[src/adcss_pkg.sv]
package adcss_pkg;
   // ************************************************************
   // register byte offsets
   // ************************************************************
   localparam logic [7:0] ADDR_RESET_CTRL = 8'h00;
   localparam logic [7:0] ADDR_INIT_STAT = 8'h04;
   localparam logic [7:0] ADDR_SYNTH_CTRL = 8'h08;
   localparam logic [7:0] ADDR_SYNTH_DIV = 8'h0C;
   localparam logic [7:0] ADDR_SYNTH_STAT = 8'h10;
   localparam logic [7:0] ADDR_LINK_CTRL = 8'h14;
   localparam logic [7:0] ADDR_LINK_CFG = 8'h18;
   localparam logic [7:0] ADDR_CAL_CTRL = 8'h1C;
   localparam logic [7:0] ADDR_CAL_CFG = 8'h20;
   localparam logic [7:0] ADDR_CAL_STAT = 8'h24;
   localparam logic [7:0] ADDR_TRIG_OUT = 8'h28;
   // ************************************************************
   // field positions
   // ************************************************************
   localparam int SYNTH_RESET_BIT = 0;
   localparam int TRIM_CAL_EN_BIT = 1;
   localparam int BIAS_LSB = 8;
   localparam int TRIM_LSB = 16;
   localparam int DIV_P_LSB = 0;
   localparam int DIV_V_LSB = 8;
   localparam int DIV_N_LSB = 16;
   localparam int LINK_EN_BIT = 0;
   localparam int MODE_LSB = 0;
   localparam int KM1_LSB = 8;
   localparam int SYNC_SEL_BIT = 16;
   localparam int CAL_EN_BIT = 0;
   localparam int OVER_RANGE_ENABLE_BIT = 1;
   localparam int SOFT_TRIG_BIT = 2;
   localparam int PIN_TRIG_EN_BIT = 3;
   localparam int STAT_SEL_BIT = 4;
   // ************************************************************
   // reset values and timing
   // ************************************************************
   localparam logic [7:0] BIAS_RESET = 8'h00;
   localparam logic [7:0] MODE_RESET = 8'h00;
   localparam logic [7:0] KM1_RESET = 8'h1F;
   localparam logic [7:0] CAL_CFG_RESET = 8'h00;
   localparam int CLK_MHZ = 200;
   localparam int INIT_TIME_NS = 1000;
   localparam int INIT_CYCLES = (INIT_TIME_NS * CLK_MHZ + 999) / 1000;
   localparam int TRIM_CAL_CYCLES = 64;
   localparam int LOCK_CYCLES = 32;
   localparam int FG_CAL_CYCLES = 128;
   localparam logic [7:0] MODES_64B66B_FIRST = 8'h08;
endpackage

[src/adcss_core.sv]
`timescale 1ns/10ps
// Startup rules from the document, for host, core and receiver
// host straps synth enable and reference select; single-ended needs synth
// host keeps power-down pin low while clock outputs are needed
// host applies stable clock on chosen input before reset
// host soft-resets, then polls init complete until it reads 1
// host sets synth reset, bias 0x4A, dividers, then trim mode
// clearing synth reset starts oscillator trim cal and enables synth
// link enable 0 halts link machine before link settings change
// calibration enable 0 halts calibration machine before settings change
// host programs link mode and K-1; K-1 only used in 8b/10b
// host selects sync from single-ended input or timestamp pair
// host chooses foreground or background and offset options first
// host checks trim cal done and locked before enabling calibration
// host enables calibration, then over-range, then link, in order
// foreground cal starts on soft trigger or pin rising edge
// on calibration end both status pin and done bit go high
// 8b/10b modes obey sync request; 64b/66b modes ignore it
// data valid needs receiver lock plus calibration status
// receiver core clock must be integer multiple of reference
// receiver may need gearbox and timing-preserving crossing
// host bounds every status poll with a timeout
module adcss_core (
   input wire logic sys_clk, // system clock, 200 MHz
   input wire logic reset_n, // async reset, active low
   input wire logic [31:0] haddr, // ahb address
   input wire logic [1:0] htrans, // ahb transfer type
   input wire logic hwrite, // ahb write
   input wire logic [2:0] hsize, // ahb size
   input wire logic hsel, // ahb slave select
   input wire logic hready, // ahb bus ready
   input wire logic [31:0] hwdata, // ahb write data
   output logic [31:0] hrdata, // ahb read data
   output logic hreadyout, // ahb slave ready
   output logic hresp, // ahb response, always okay
   input wire logic synth_enable_strap, // use internal sampling synth
   input wire logic ref_input_select_strap, // single-ended reference
   input wire logic single_ended_sync_input, // sync request, low active
   input wire logic timestamp_diff_input, // sync request via timestamp
   input wire logic calibration_trigger_pin, // foreground cal trigger
   input wire logic rx_locked, // receiver finished cgs/ilas or header lock
   output logic calibration_status_pin, // calibration finished
   output logic link_running, // link machine running
   output logic link_sync_request, // link held in code-group sync
   output logic data_valid // converter data usable
);
   typedef enum logic [3:0] {
      ST_INIT = 4'b0001,
      ST_IDLE = 4'b0010,
      ST_TRIM = 4'b0100,
      ST_LOCKING = 4'b1000
   } adcss_syn_t;

   typedef struct packed {
      adcss_syn_t syn;
      logic init_done;
      logic synth_reset;
      logic trim_cal_en;
      logic [7:0] bias;
      logic [7:0] trim;
      logic [23:0] div;
      logic trim_done;
      logic locked;
      logic link_en;
      logic [7:0] mode;
      logic [7:0] km1;
      logic sync_sel;
      logic cal_en;
      logic over_range_enable;
      logic soft_trig;
      logic pin_trig_en;
      logic stat_sel;
      logic [7:0] cal_cfg;
      logic [7:0] trig_ctrl;
      logic cal_busy;
      logic foreground_done_bit;
      logic pin_prev;
      logic wr_pend;
      logic rd_pend;
      logic [7:0] addr;
      logic [31:0] rdata;
      logic ready;
      logic stat_pin;
      logic link_run;
      logic sync_req;
      logic valid;
   } adcss_state_t;

   adcss_state_t s_r;
   adcss_state_t s_nxt;
   logic tmr_load;
   logic tmr_hold;
   logic [11:0] tmr_count;
   logic tmr_done;
   logic cal_load;
   logic cal_done;
   logic sync_in;
   logic is_8b10b;
   logic [31:0] rd_mux;

   // ************************************************************
   // timers
   // ************************************************************
   adcss_timer #(.WIDTH(12)) u_syn_tmr (
      .sys_clk(sys_clk),
      .reset_n(reset_n),
      .load(tmr_load),
      .hold(tmr_hold),
      .count(tmr_count),
      .done(tmr_done)
   );
   adcss_timer #(.WIDTH(12)) u_cal_tmr (
      .sys_clk(sys_clk),
      .reset_n(reset_n),
      .load(cal_load),
      .hold(!s_r.cal_en),
      .count(12'(adcss_pkg::FG_CAL_CYCLES)),
      .done(cal_done)
   );

   assign is_8b10b = s_r.mode < adcss_pkg::MODES_64B66B_FIRST;
   assign sync_in = s_r.sync_sel ? timestamp_diff_input
                                 : single_ended_sync_input;

   // ************************************************************
   // read mux
   // ************************************************************
   always_comb begin
      rd_mux = '0;
      unique case (s_r.addr)
         adcss_pkg::ADDR_INIT_STAT: rd_mux[0] = s_r.init_done;
         adcss_pkg::ADDR_SYNTH_CTRL: begin
            rd_mux[adcss_pkg::SYNTH_RESET_BIT] = s_r.synth_reset;
            rd_mux[adcss_pkg::TRIM_CAL_EN_BIT] = s_r.trim_cal_en;
            rd_mux[adcss_pkg::BIAS_LSB +: 8] = s_r.bias;
            rd_mux[adcss_pkg::TRIM_LSB +: 8] = s_r.trim;
         end
         adcss_pkg::ADDR_SYNTH_DIV: rd_mux[23:0] = s_r.div;
         adcss_pkg::ADDR_SYNTH_STAT: rd_mux[1:0] = {s_r.locked, s_r.trim_done};
         adcss_pkg::ADDR_LINK_CTRL: rd_mux[adcss_pkg::LINK_EN_BIT] = s_r.link_en;
         adcss_pkg::ADDR_LINK_CFG: begin
            rd_mux[adcss_pkg::MODE_LSB +: 8] = s_r.mode;
            rd_mux[adcss_pkg::KM1_LSB +: 8] = s_r.km1;
            rd_mux[adcss_pkg::SYNC_SEL_BIT] = s_r.sync_sel;
         end
         adcss_pkg::ADDR_CAL_CTRL: begin
            rd_mux[adcss_pkg::CAL_EN_BIT] = s_r.cal_en;
            rd_mux[adcss_pkg::OVER_RANGE_ENABLE_BIT] = s_r.over_range_enable;
            rd_mux[adcss_pkg::SOFT_TRIG_BIT] = s_r.soft_trig;
            rd_mux[adcss_pkg::PIN_TRIG_EN_BIT] = s_r.pin_trig_en;
            rd_mux[adcss_pkg::STAT_SEL_BIT] = s_r.stat_sel;
         end
         adcss_pkg::ADDR_CAL_CFG: rd_mux[7:0] = s_r.cal_cfg;
         adcss_pkg::ADDR_CAL_STAT: rd_mux[1:0] = {s_r.cal_busy, s_r.foreground_done_bit};
         adcss_pkg::ADDR_TRIG_OUT: rd_mux[7:0] = s_r.trig_ctrl;
         default: rd_mux = '0;
      endcase
   end

   // ************************************************************
   // next state
   // ************************************************************
   always_comb begin
      logic soft_rst;
      logic wr_cal;
      logic trig;
      logic [31:0] w;
      soft_rst = 1'b0;
      wr_cal = 1'b0;
      trig = 1'b0;
      w = hwdata;
      s_nxt = s_r;
      tmr_load = 1'b0;
      tmr_hold = 1'b0;
      tmr_count = 12'(adcss_pkg::INIT_CYCLES);
      cal_load = 1'b0;
      s_nxt.wr_pend = 1'b0;
      s_nxt.rd_pend = 1'b0;
      s_nxt.pin_prev = calibration_trigger_pin;
      // data phase of a write
      if (s_r.wr_pend) begin
         unique case (s_r.addr)
            adcss_pkg::ADDR_RESET_CTRL: soft_rst = w[0];
            adcss_pkg::ADDR_SYNTH_CTRL: begin
               s_nxt.synth_reset = w[adcss_pkg::SYNTH_RESET_BIT];
               s_nxt.trim_cal_en = w[adcss_pkg::TRIM_CAL_EN_BIT];
               s_nxt.bias = w[adcss_pkg::BIAS_LSB +: 8];
               s_nxt.trim = w[adcss_pkg::TRIM_LSB +: 8];
            end
            adcss_pkg::ADDR_SYNTH_DIV: s_nxt.div = w[23:0];
            adcss_pkg::ADDR_LINK_CTRL:
               s_nxt.link_en = w[adcss_pkg::LINK_EN_BIT];
            adcss_pkg::ADDR_LINK_CFG: if (!s_r.link_en) begin
               s_nxt.mode = w[adcss_pkg::MODE_LSB +: 8];
               s_nxt.km1 = w[adcss_pkg::KM1_LSB +: 8];
               s_nxt.sync_sel = w[adcss_pkg::SYNC_SEL_BIT];
            end
            adcss_pkg::ADDR_CAL_CTRL: begin
               wr_cal = 1'b1;
               s_nxt.cal_en = w[adcss_pkg::CAL_EN_BIT];
               s_nxt.over_range_enable = w[adcss_pkg::OVER_RANGE_ENABLE_BIT];
               s_nxt.soft_trig = w[adcss_pkg::SOFT_TRIG_BIT];
               s_nxt.pin_trig_en = w[adcss_pkg::PIN_TRIG_EN_BIT];
               s_nxt.stat_sel = w[adcss_pkg::STAT_SEL_BIT];
            end
            adcss_pkg::ADDR_CAL_CFG: if (!s_r.cal_en) begin
               s_nxt.cal_cfg = w[7:0];
            end
            adcss_pkg::ADDR_TRIG_OUT: s_nxt.trig_ctrl = w[7:0];
            default: ;
         endcase
      end
      // synth sequencing; trim cal starts on reset release
      unique case (s_r.syn)
         ST_INIT: if (tmr_done) begin
            s_nxt.init_done = 1'b1;
            s_nxt.syn = ST_IDLE;
         end
         ST_IDLE: if (synth_enable_strap && !s_nxt.synth_reset &&
                      s_r.synth_reset) begin
            tmr_load = 1'b1;
            tmr_count = s_nxt.trim_cal_en ? 12'(adcss_pkg::TRIM_CAL_CYCLES)
                                          : 12'(1);
            s_nxt.syn = ST_TRIM;
         end
         ST_TRIM: if (tmr_done) begin
            s_nxt.trim_done = 1'b1;
            tmr_load = 1'b1;
            tmr_count = 12'(adcss_pkg::LOCK_CYCLES);
            s_nxt.syn = ST_LOCKING;
         end
         ST_LOCKING: if (tmr_done) begin
            s_nxt.locked = 1'b1;
            s_nxt.syn = ST_IDLE;
         end
         default: s_nxt.syn = ST_IDLE;
      endcase
      if (s_nxt.synth_reset && s_r.syn != ST_INIT) begin
         s_nxt.trim_done = 1'b0;
         s_nxt.locked = 1'b0;
         s_nxt.syn = ST_IDLE;
         tmr_hold = 1'b1;
      end
      // foreground calibration trigger: soft bit or pin rising edge
      trig = (wr_cal && !s_r.soft_trig && s_nxt.soft_trig) ||
             (s_r.pin_trig_en && !s_r.pin_prev &&
              calibration_trigger_pin);
      if (!s_r.cal_en) begin
         s_nxt.cal_busy = 1'b0;
      end else if (trig && !s_r.cal_busy) begin
         s_nxt.cal_busy = 1'b1;
         s_nxt.foreground_done_bit = 1'b0;
         cal_load = 1'b1;
      end else if (cal_done && s_r.cal_busy) begin
         s_nxt.cal_busy = 1'b0;
         s_nxt.foreground_done_bit = 1'b1;
      end
      // outputs
      s_nxt.stat_pin = s_nxt.foreground_done_bit;
      s_nxt.link_run = s_r.link_en;
      s_nxt.sync_req = s_r.link_en && is_8b10b && !sync_in;
      s_nxt.valid = s_r.link_en && rx_locked &&
                    ((s_r.stat_pin && !s_r.stat_sel) || s_r.foreground_done_bit);
      if (soft_rst) begin
         s_nxt = '0;
         s_nxt.syn = ST_INIT;
         s_nxt.bias = adcss_pkg::BIAS_RESET;
         s_nxt.mode = adcss_pkg::MODE_RESET;
         s_nxt.km1 = adcss_pkg::KM1_RESET;
         s_nxt.cal_cfg = adcss_pkg::CAL_CFG_RESET;
         s_nxt.synth_reset = 1'b1;
         s_nxt.link_en = 1'b1;
         s_nxt.cal_en = 1'b1;
         s_nxt.soft_trig = 1'b1;
         s_nxt.pin_prev = calibration_trigger_pin;
         tmr_load = 1'b1;
         tmr_hold = 1'b0; // reload must beat the synth hold
         tmr_count = 12'(adcss_pkg::INIT_CYCLES);
      end
      // bus side survives a soft reset; a read takes one wait state
      // so its data come from a register, not from the address phase
      s_nxt.rdata = s_r.rd_pend ? rd_mux : s_r.rdata;
      s_nxt.ready = 1'b1;
      if (hsel && hready && htrans[1]) begin
         s_nxt.addr = haddr[7:0];
         s_nxt.wr_pend = hwrite;
         s_nxt.rd_pend = !hwrite;
         s_nxt.ready = hwrite;
      end
   end

   always_ff @(posedge sys_clk or negedge reset_n) begin
      if (!reset_n) begin
         s_r <= '0;
         s_r.syn <= ST_IDLE;
         s_r.init_done <= 1'b1;
         s_r.synth_reset <= 1'b1;
         s_r.km1 <= adcss_pkg::KM1_RESET;
         s_r.link_en <= 1'b1;
         s_r.cal_en <= 1'b1;
         s_r.soft_trig <= 1'b1;
         s_r.ready <= 1'b1;
      end else begin
         s_r <= s_nxt;
      end
   end

   assign hrdata = s_r.rdata;
   assign hreadyout = s_r.ready;
   assign hresp = 1'b0;
   assign calibration_status_pin = s_r.stat_pin;
   assign link_running = s_r.link_run;
   assign link_sync_request = s_r.sync_req;
   assign data_valid = s_r.valid;
endmodule

[src/adcss_timer.sv]
`timescale 1ns/10ps
// one-shot down counter: load then count, done when it reaches zero
module adcss_timer #(
   parameter int WIDTH = 12
) (
   input wire logic sys_clk, // system clock
   input wire logic reset_n, // async reset, active low
   input wire logic load, // start a new interval
   input wire logic hold, // keep counter at zero, done low
   input wire logic [WIDTH-1:0] count, // interval length
   output logic done // interval elapsed
);
   typedef struct packed {
      logic [WIDTH-1:0] cnt;
      logic run;
      logic done;
   } adcss_tmr_t;
   adcss_tmr_t s_r;
   adcss_tmr_t s_nxt;

   always_comb begin
      s_nxt = s_r;
      if (hold) begin
         s_nxt = '0;
      end else if (load) begin
         s_nxt.cnt = count;
         s_nxt.run = 1'b1;
         s_nxt.done = 1'b0;
      end else if (s_r.run) begin
         if (s_r.cnt <= WIDTH'(1)) begin
            s_nxt.run = 1'b0;
            s_nxt.done = 1'b1;
            s_nxt.cnt = '0;
         end else begin
            s_nxt.cnt = s_r.cnt - WIDTH'(1);
         end
      end
   end

   always_ff @(posedge sys_clk or negedge reset_n) begin
      if (!reset_n) begin
         s_r <= '0;
      end else begin
         s_r <= s_nxt;
      end
   end

   assign done = s_r.done;
endmodule

[config.mk]
export PLATFORM = sky130hd
export DESIGN_NAME = adcss_core
export DESIGN_NICKNAME = d
export VERILOG_FILES = /design/src/adcss_pkg.sv /design/src/adcss_core.sv /design/src/adcss_timer.sv
export SDC_FILE = /design/constraint.sdc
export NUM_CORES = 1
export LEC_CHECK = 0
export BUFFER_PORTS_ARGS = -buffer_cell sky130_fd_sc_hd__clkbuf_2
export CAP_MARGIN = 40
export CORE_ASPECT_RATIO = 1.75
export CORE_MARGIN = 1.5
export CORE_UTILIZATION = 62
export DETAILED_ROUTE_END_ITERATION = 16
export HOLD_SLACK_MARGIN = 0.12
export PLACE_DENSITY = 0.86
export RECOVER_POWER = 25
export SLEW_MARGIN = 20
export SYNTH_ARGS = -nofsm -noshare
export SYNTH_HDL_FRONTEND = slang
export SYNTH_SLANG_ARGS = --single-unit
[constraint.sdc]
create_clock -name sys_clk -period 3.4 [get_ports sys_clk]
set_input_delay 0 -clock sys_clk [delete_from_list [all_inputs] [get_ports sys_clk]]
set_output_delay 0 -clock sys_clk [all_outputs]
set_load 0.01 [all_outputs]
==> metrics, run 1 <==
Worst Path Required=3650 ps; # fillers=907; Clock power frac=36.6%; num rows=54; Logic pwr share=18.9%; drt pass-1 iters=6; CP max stage delay=800 ps; Routed WL per cell=19.0 µm; Worst Setup Start Kind=flip-flop; Cell Int Power=3.53 mW; ant diodes=0; CTS Buf Count=17; Final Critical Period=2340 ps; leading area contributor after synthesis=dfrtp_1; dominant cells by area after synthesis=dfrtp_1 (46%), nand2_1 (7.4%), a21oi_1 (5.5%), dfstp_2 (4.0%), buf_4 (3.2%); Iter 0 DRT Violations=485; top cell type's share of synthesized area=46.3%; flops & latches, synth=157; Mapped Cells=821; die height=152 µm; post-route ant nets=0; core area=12400 µm²; max-cap viol count=1; TritonCTS clock tree=built; routed via count=6790; Final Cycle Share=68.9%; Fin. Hold Viols=0; violations in the final reports=max-capacitance violations, max-slew violations; PortBufs=71; share of cells above drive strength 1=18.8%; worst-path maximum fanout=19; syn_area_per_cell=9.55 µm²; asr flop ratio synth=100%; final setup TNS=0 ps; critical-path cell list=nor4b_4, buf_4, and2_1, o41ai_1, o22ai_1; net switching power=1.59 mW; synthesized area=7840 µm²; Worst path slowest cell=o41ai_1; largest net degree at the start of global routing=81; worst vdd ir=418 µV; Rel. slew slack=-31.4%; Final Non-Filler Cells=1076; hpwl dp=12.5 mm; Clock Skews=13.6 ps; final setup violation count=0; H-tree levels=4; grt met1 use=38.1%; GP Congestion=0.885; Lkg Pwr=4.11 nW; Hold Buf Count CTS=39; die area=13400 µm²; I/O pin cnt=118; CP Capture Type=flip-flop; Final Max Tran Viols=78; Max Freq=427 MHz; clock buffer depth=2; Total Wirelength=20.4 mm; Remaining DRCs=0; Worst-Margin Slew=1970 ps; Die X-Extent=88 µm; top post-synthesis cells by count=nand2_1 (155), dfrtp_1 (145), a21oi_1 (86); Global Route met2 Usage=56.2%; GR Layer Usage met3=6.07%; Crit Path Class=reg2reg; class of the most critical hold timing path=in2reg; Seq/Total Area, Yosys=50.3%; initial antenna violation count=0; gr usage total=32.7%; CTS root buffer=clkbuf_16; Skew-Pair Late Insertion Delay=430 ps; vias in the first global route=6826; Synth cell types=77; Post-synth EDFFs=0; Inst Count DP=1005; PwrDens=562 nW/µm²; post-CTS setup buffer count=0; gr busiest metal=met2; Synth Warn #=0; Layout Nets=979; worst path bufs/invs=1; sequential share of power=44.5%; Area Overhead vs Synth=16.3%; Net Sw Frac=31.0%; Clk pin slew, worst setup/hold paths=70 ps; Worst path top cell family by delay=compound AO/OA/AOI/OAI gates; Top FF cell, synth=dfrtp_1; remaining global-route overflow=0; Tot Pwr=5.13 mW; post-cts sizing count=0; Initial Util=63.1%; first-pass GRT wire length=33.3 mm; unrepaired setup endpoints after global routing=no; critical path arrival=2590 ps; most numerous cell in the Yosys netlist=nand2_1; clock sink count=157; Via density=6.31; status=complete, but fails checks
[cells in the final DEF (no fill, tap or decap), types with 6 or more instances in the layout]
cell / count
nand2_1: 155
dfrtp_1: 145
a21oi_1: 86
clkbuf_2: 70
dlygate4sd3_1: 39
nand3_1: 37
inv_1: 35
nor2_1: 29
buf_4: 21
and3_1: 18
nand4_1: 17
clkbuf_16: 17
o22ai_1: 14
a222oi_1: 14
a22oi_1: 13
dfstp_2: 12
mux2_2: 10
o21ai_0: 9
mux2i_1: 9
a31oi_1: 9
nor4_1: 9
conb_1: 9
and2_1: 6
[cell type report]
class,count,area (µm²),share of cell area [%]
repair buffers,132,922,10.1
inverters,35,131,1.44
multi-input cells,552,3320,36.5
clock buffers,18,429,4.71
well taps,168,210,2.31
flip-flops and latches,157,3940,43.3
clock inverters,14,153,1.67
[worst register-to-register path: cells and delay by family (launching register included)]
| kind | cells | cell delay (ps) |
|---|---|---|
| AND/OR/NAND/NOR | 2 | 470 |
| AO/OA/AOI/OAI | 2 | 1000 |
| flip-flops | 1 | 500 |
| buffers and inverters | 1 | 210 |
[logic make-up (layout without fill, tap and decap cells)]
family | count (synthesis) | count (layout) | synth area share, %
AO/OA/AOI/OAI | 192 | 192 | 16.7
XOR/XNOR | 5 | 5 | 0.559
adder cells (fa/ha/maj) | 4 | 4 | 0.638
buffers and inverters | 120 | 199 | 7.76
flip-flops | 157 | 157 | 50.3
multiplexers | 20 | 20 | 2.73
other | 1 | 9 | 0.0478
AND/OR/NAND/NOR | 322 | 322 | 21.3
[final timing paths]
path                                         start  slack (ps)  cells after the start                end
max in group asynchronous                  reset_n        1450                      3            s_r[68]
worst min register to register             s_r[76]         490                      2            s_r[76]
worst max register to register             s_r[40]        1060                      5          hrdata[6]
worst max-delay path                       s_r[40]        1060                      5          hrdata[6]
worst min-delay path            synth_enable_strap         240                      4           s_r[136]
min in group asynchronous                  reset_n         670                      2  u_syn_tmr.s_r[10]
[flip-flops by register name, summed over array words and instances (netlist names)]
signal,count
u_syn_tmr.done,1
data_valid,1
u_syn_tmr.s_r,13
hreadyout,1
u_cal_tmr.s_r,13
link_running,1
hrdata,24
u_cal_tmr.done,1
link_sync_request,1
s_r,101
[per-stage QoR]
stage          setup WS (ps)  utilization, %  hold slack (ps)  area (µm²)
2_1_floorplan           1490               -             -296        7870
3_3_place_gp            1170            65.5             80.7        8140
3_5_place_dp            1150            65.5             85.7        8150
4_1_cts                 1120            73.4              200        9120
5_1_grt                 1010            73.3              263        9110
6_report                1060            73.3              244        9110
[routing by layer]
metal / up-vias / wire, µm
met5: - / 0
met4: 0 / 752
met3: 77 / 1230
met2: 317 / 11000
met1: 3345 / 7380
li1: 3051 / -
[power by group through the flow]
stage,logic (mW),registers [mW],clock network (mW)
floorplan,0.679,2.24,0
finish,0.970,2.28,1.88
CTS,0.952,2.27,1.89
detailed placement,0.909,2.30,0
global route,1.07,2.30,1.97
global placement,0.889,2.29,0
No activity file was read; power rests on OpenSTA's default activity.
==> run 2, diff against run 1 <==
--- a/config.mk
+++ b/config.mk
@@ -9,10 +9,10 @@
 export CAP_MARGIN = 40
 export CORE_ASPECT_RATIO = 1.75
 export CORE_MARGIN = 1.5
-export CORE_UTILIZATION = 62
+export CORE_UTILIZATION = 57
 export DETAILED_ROUTE_END_ITERATION = 16
 export HOLD_SLACK_MARGIN = 0.12
-export PLACE_DENSITY = 0.86
+export PLACE_DENSITY = 0.8
 export RECOVER_POWER = 25
 export SLEW_MARGIN = 20
 export SYNTH_ARGS = -nofsm -noshare
==> constraint.sdc (replaced) <==
create_clock -name sys_clk -period 2.45 [get_ports sys_clk]
set_input_delay 0 -clock sys_clk [delete_from_list [all_inputs] [get_ports sys_clk]]
set_output_delay 0 -clock sys_clk [all_outputs]
set_load 0.01 [all_outputs]
==> run 2 against run 1 <==
The run still ends with max-capacitance violations, max-slew violations left; sequential power is 39% higher; count of clock-buffer cells in the layout grew 3; fmax increased by 4.0%; critical path type unchanged; largest power group unchanged.
==> metrics, run 2 (synthesis gave the netlist of run 1 again) <==
critical path arrival=2520 ps; Worst Hold Slack=240 ps; Via density=6.19; Fin. Hold Viols=0; Die X-Extent=91.6 µm; most frequent cells in the layout=nand2_1 (155), dfrtp_1 (145), a21oi_1 (86); hpwl dp=13.4 mm; cell mode on critical path=buf_4; first-pass GRT wire length=33.9 mm; share of cells above drive strength 1=18.3%; clock buffer depth=2; class of the most critical hold timing path=in2reg; worst-path maximum fanout=19; initial antenna violation count=0; TritonCTS clock tree=built; post-cts sizing count=0; post-CTS setup buffer count=0; Area Overhead vs Synth=18.5%; drt pass-1 iters=7; routed via count=6787; setup slack after layout=198 ps; Clock Skews=9.06 ps; Hold Buf Count CTS=40; CTS Buf Count=17; Remaining DRCs=0; post-route cell area=9290 µm²; CP Capture Type=flip-flop; status=complete, but fails checks; Worst-Margin Slew=1820 ps; Final Critical Period=2250 ps; H-tree levels=4; final core utilization=69.4%; Layout Nets=994; num rows=56; FF+latch area=3940 µm²; Worst path top cell family by delay=compound AO/OA/AOI/OAI gates; Initial Util=58.6%; Final Max Tran Viols=70; Setup WS pre-CTS=284 ps; Lkg Pwr=4.15 nW; CP max stage delay=680 ps; PwrDens=780 nW/µm²; Skew-Pair Late Insertion Delay=420 ps; Clk pin slew, worst setup/hold paths=70 ps; remaining global-route overflow=0; # fillers=1051; Total Wirelength=20.6 mm; Routed WL per cell=18.8 µm; core area=13400 µm²; Worst path slowest cell=o41ai_1; final setup TNS=0 ps; largest net degree at the start of global routing=71; Final Cycle Share=91.9%; Tot Pwr=7.25 mW; post-route ant nets=0; critical-path cell list=nor4b_4, buf_4, and2_1, o41ai_1, buf_4, o22ai_1; commonest non-fill, non-tap cell in the layout=nand2_1; clock sink count=157; Crit Path Class=reg2reg; GP Congestion=0.870; gr usage total=30.0%; final setup violation count=0; die height=158 µm; die area=14500 µm²; Max Freq=444 MHz; multi-input logic area=3320 µm²; unrepaired setup endpoints after global routing=no; Reg with most FFs=s_r; vias in the first global route=6725; CTS root buffer=clkbuf_16; DP Area=8290 µm²; Iter 0 DRT Violations=593; Rel. slew slack=-21.3%; Worst Path Required=2720 ps; Inst Count DP=1024; Worst Setup Start Kind=flip-flop; worst path bufs/invs=2; violations in the final reports=max-capacitance violations, max-slew violations; PortBufs=71; Final Non-Filler Cells=1097; I/O pin cnt=118; max reg flops=101; max-cap viol count=1; ant diodes=0; worst vdd ir=450 µV
## run 2: worst reg2reg max path, cell delays in order, from the launching register on
cell	delay, ps
dfrtp_1	500
nor4b_4	190
buf_4	210
and2_1	220
o41ai_1	690
buf_4	230
o22ai_1	70
## run 2: layer usage
layer	global-route usage [%]	vias up	routed length (µm)	share of wire, %
li1	-	3084	-	-
met1	35.0	3379	7780	38
met2	52.2	259	10900	53
met3	4.32	65	1000	4.9
met4	17.3	0	885	4.3
met5	0	-	0	0
## run 2: worst paths after layout
kind                       startpoint  slack (ps)  cells after the start         to
max                           s_r[40]         200                      6  hrdata[7]
min                         htrans[1]         240                      3  hreadyout
max reg2reg                   s_r[40]         200                      6  hrdata[7]
min reg2reg                   s_r[74]         490                      2    s_r[74]
max in group asynchronous     reset_n         600                      3    s_r[83]
min in group asynchronous     reset_n         600                      2    s_r[42]
## run 2: cell type report
type                    instances  area share (%)
flip-flops and latches        157            42.5
clock buffers                  21            4.96
inverters                      35            1.41
clock inverters                11            1.70
repair buffers                147            11.4
multi-input cells             552            35.8
well taps                     174            2.34
## run 2: report_power, final
part           switching [mW]  internal (mW)  leakage [nW]
sequential              0.259           2.90          1.78
clock                    1.07           1.67         0.294
combinational           0.775          0.574          2.07
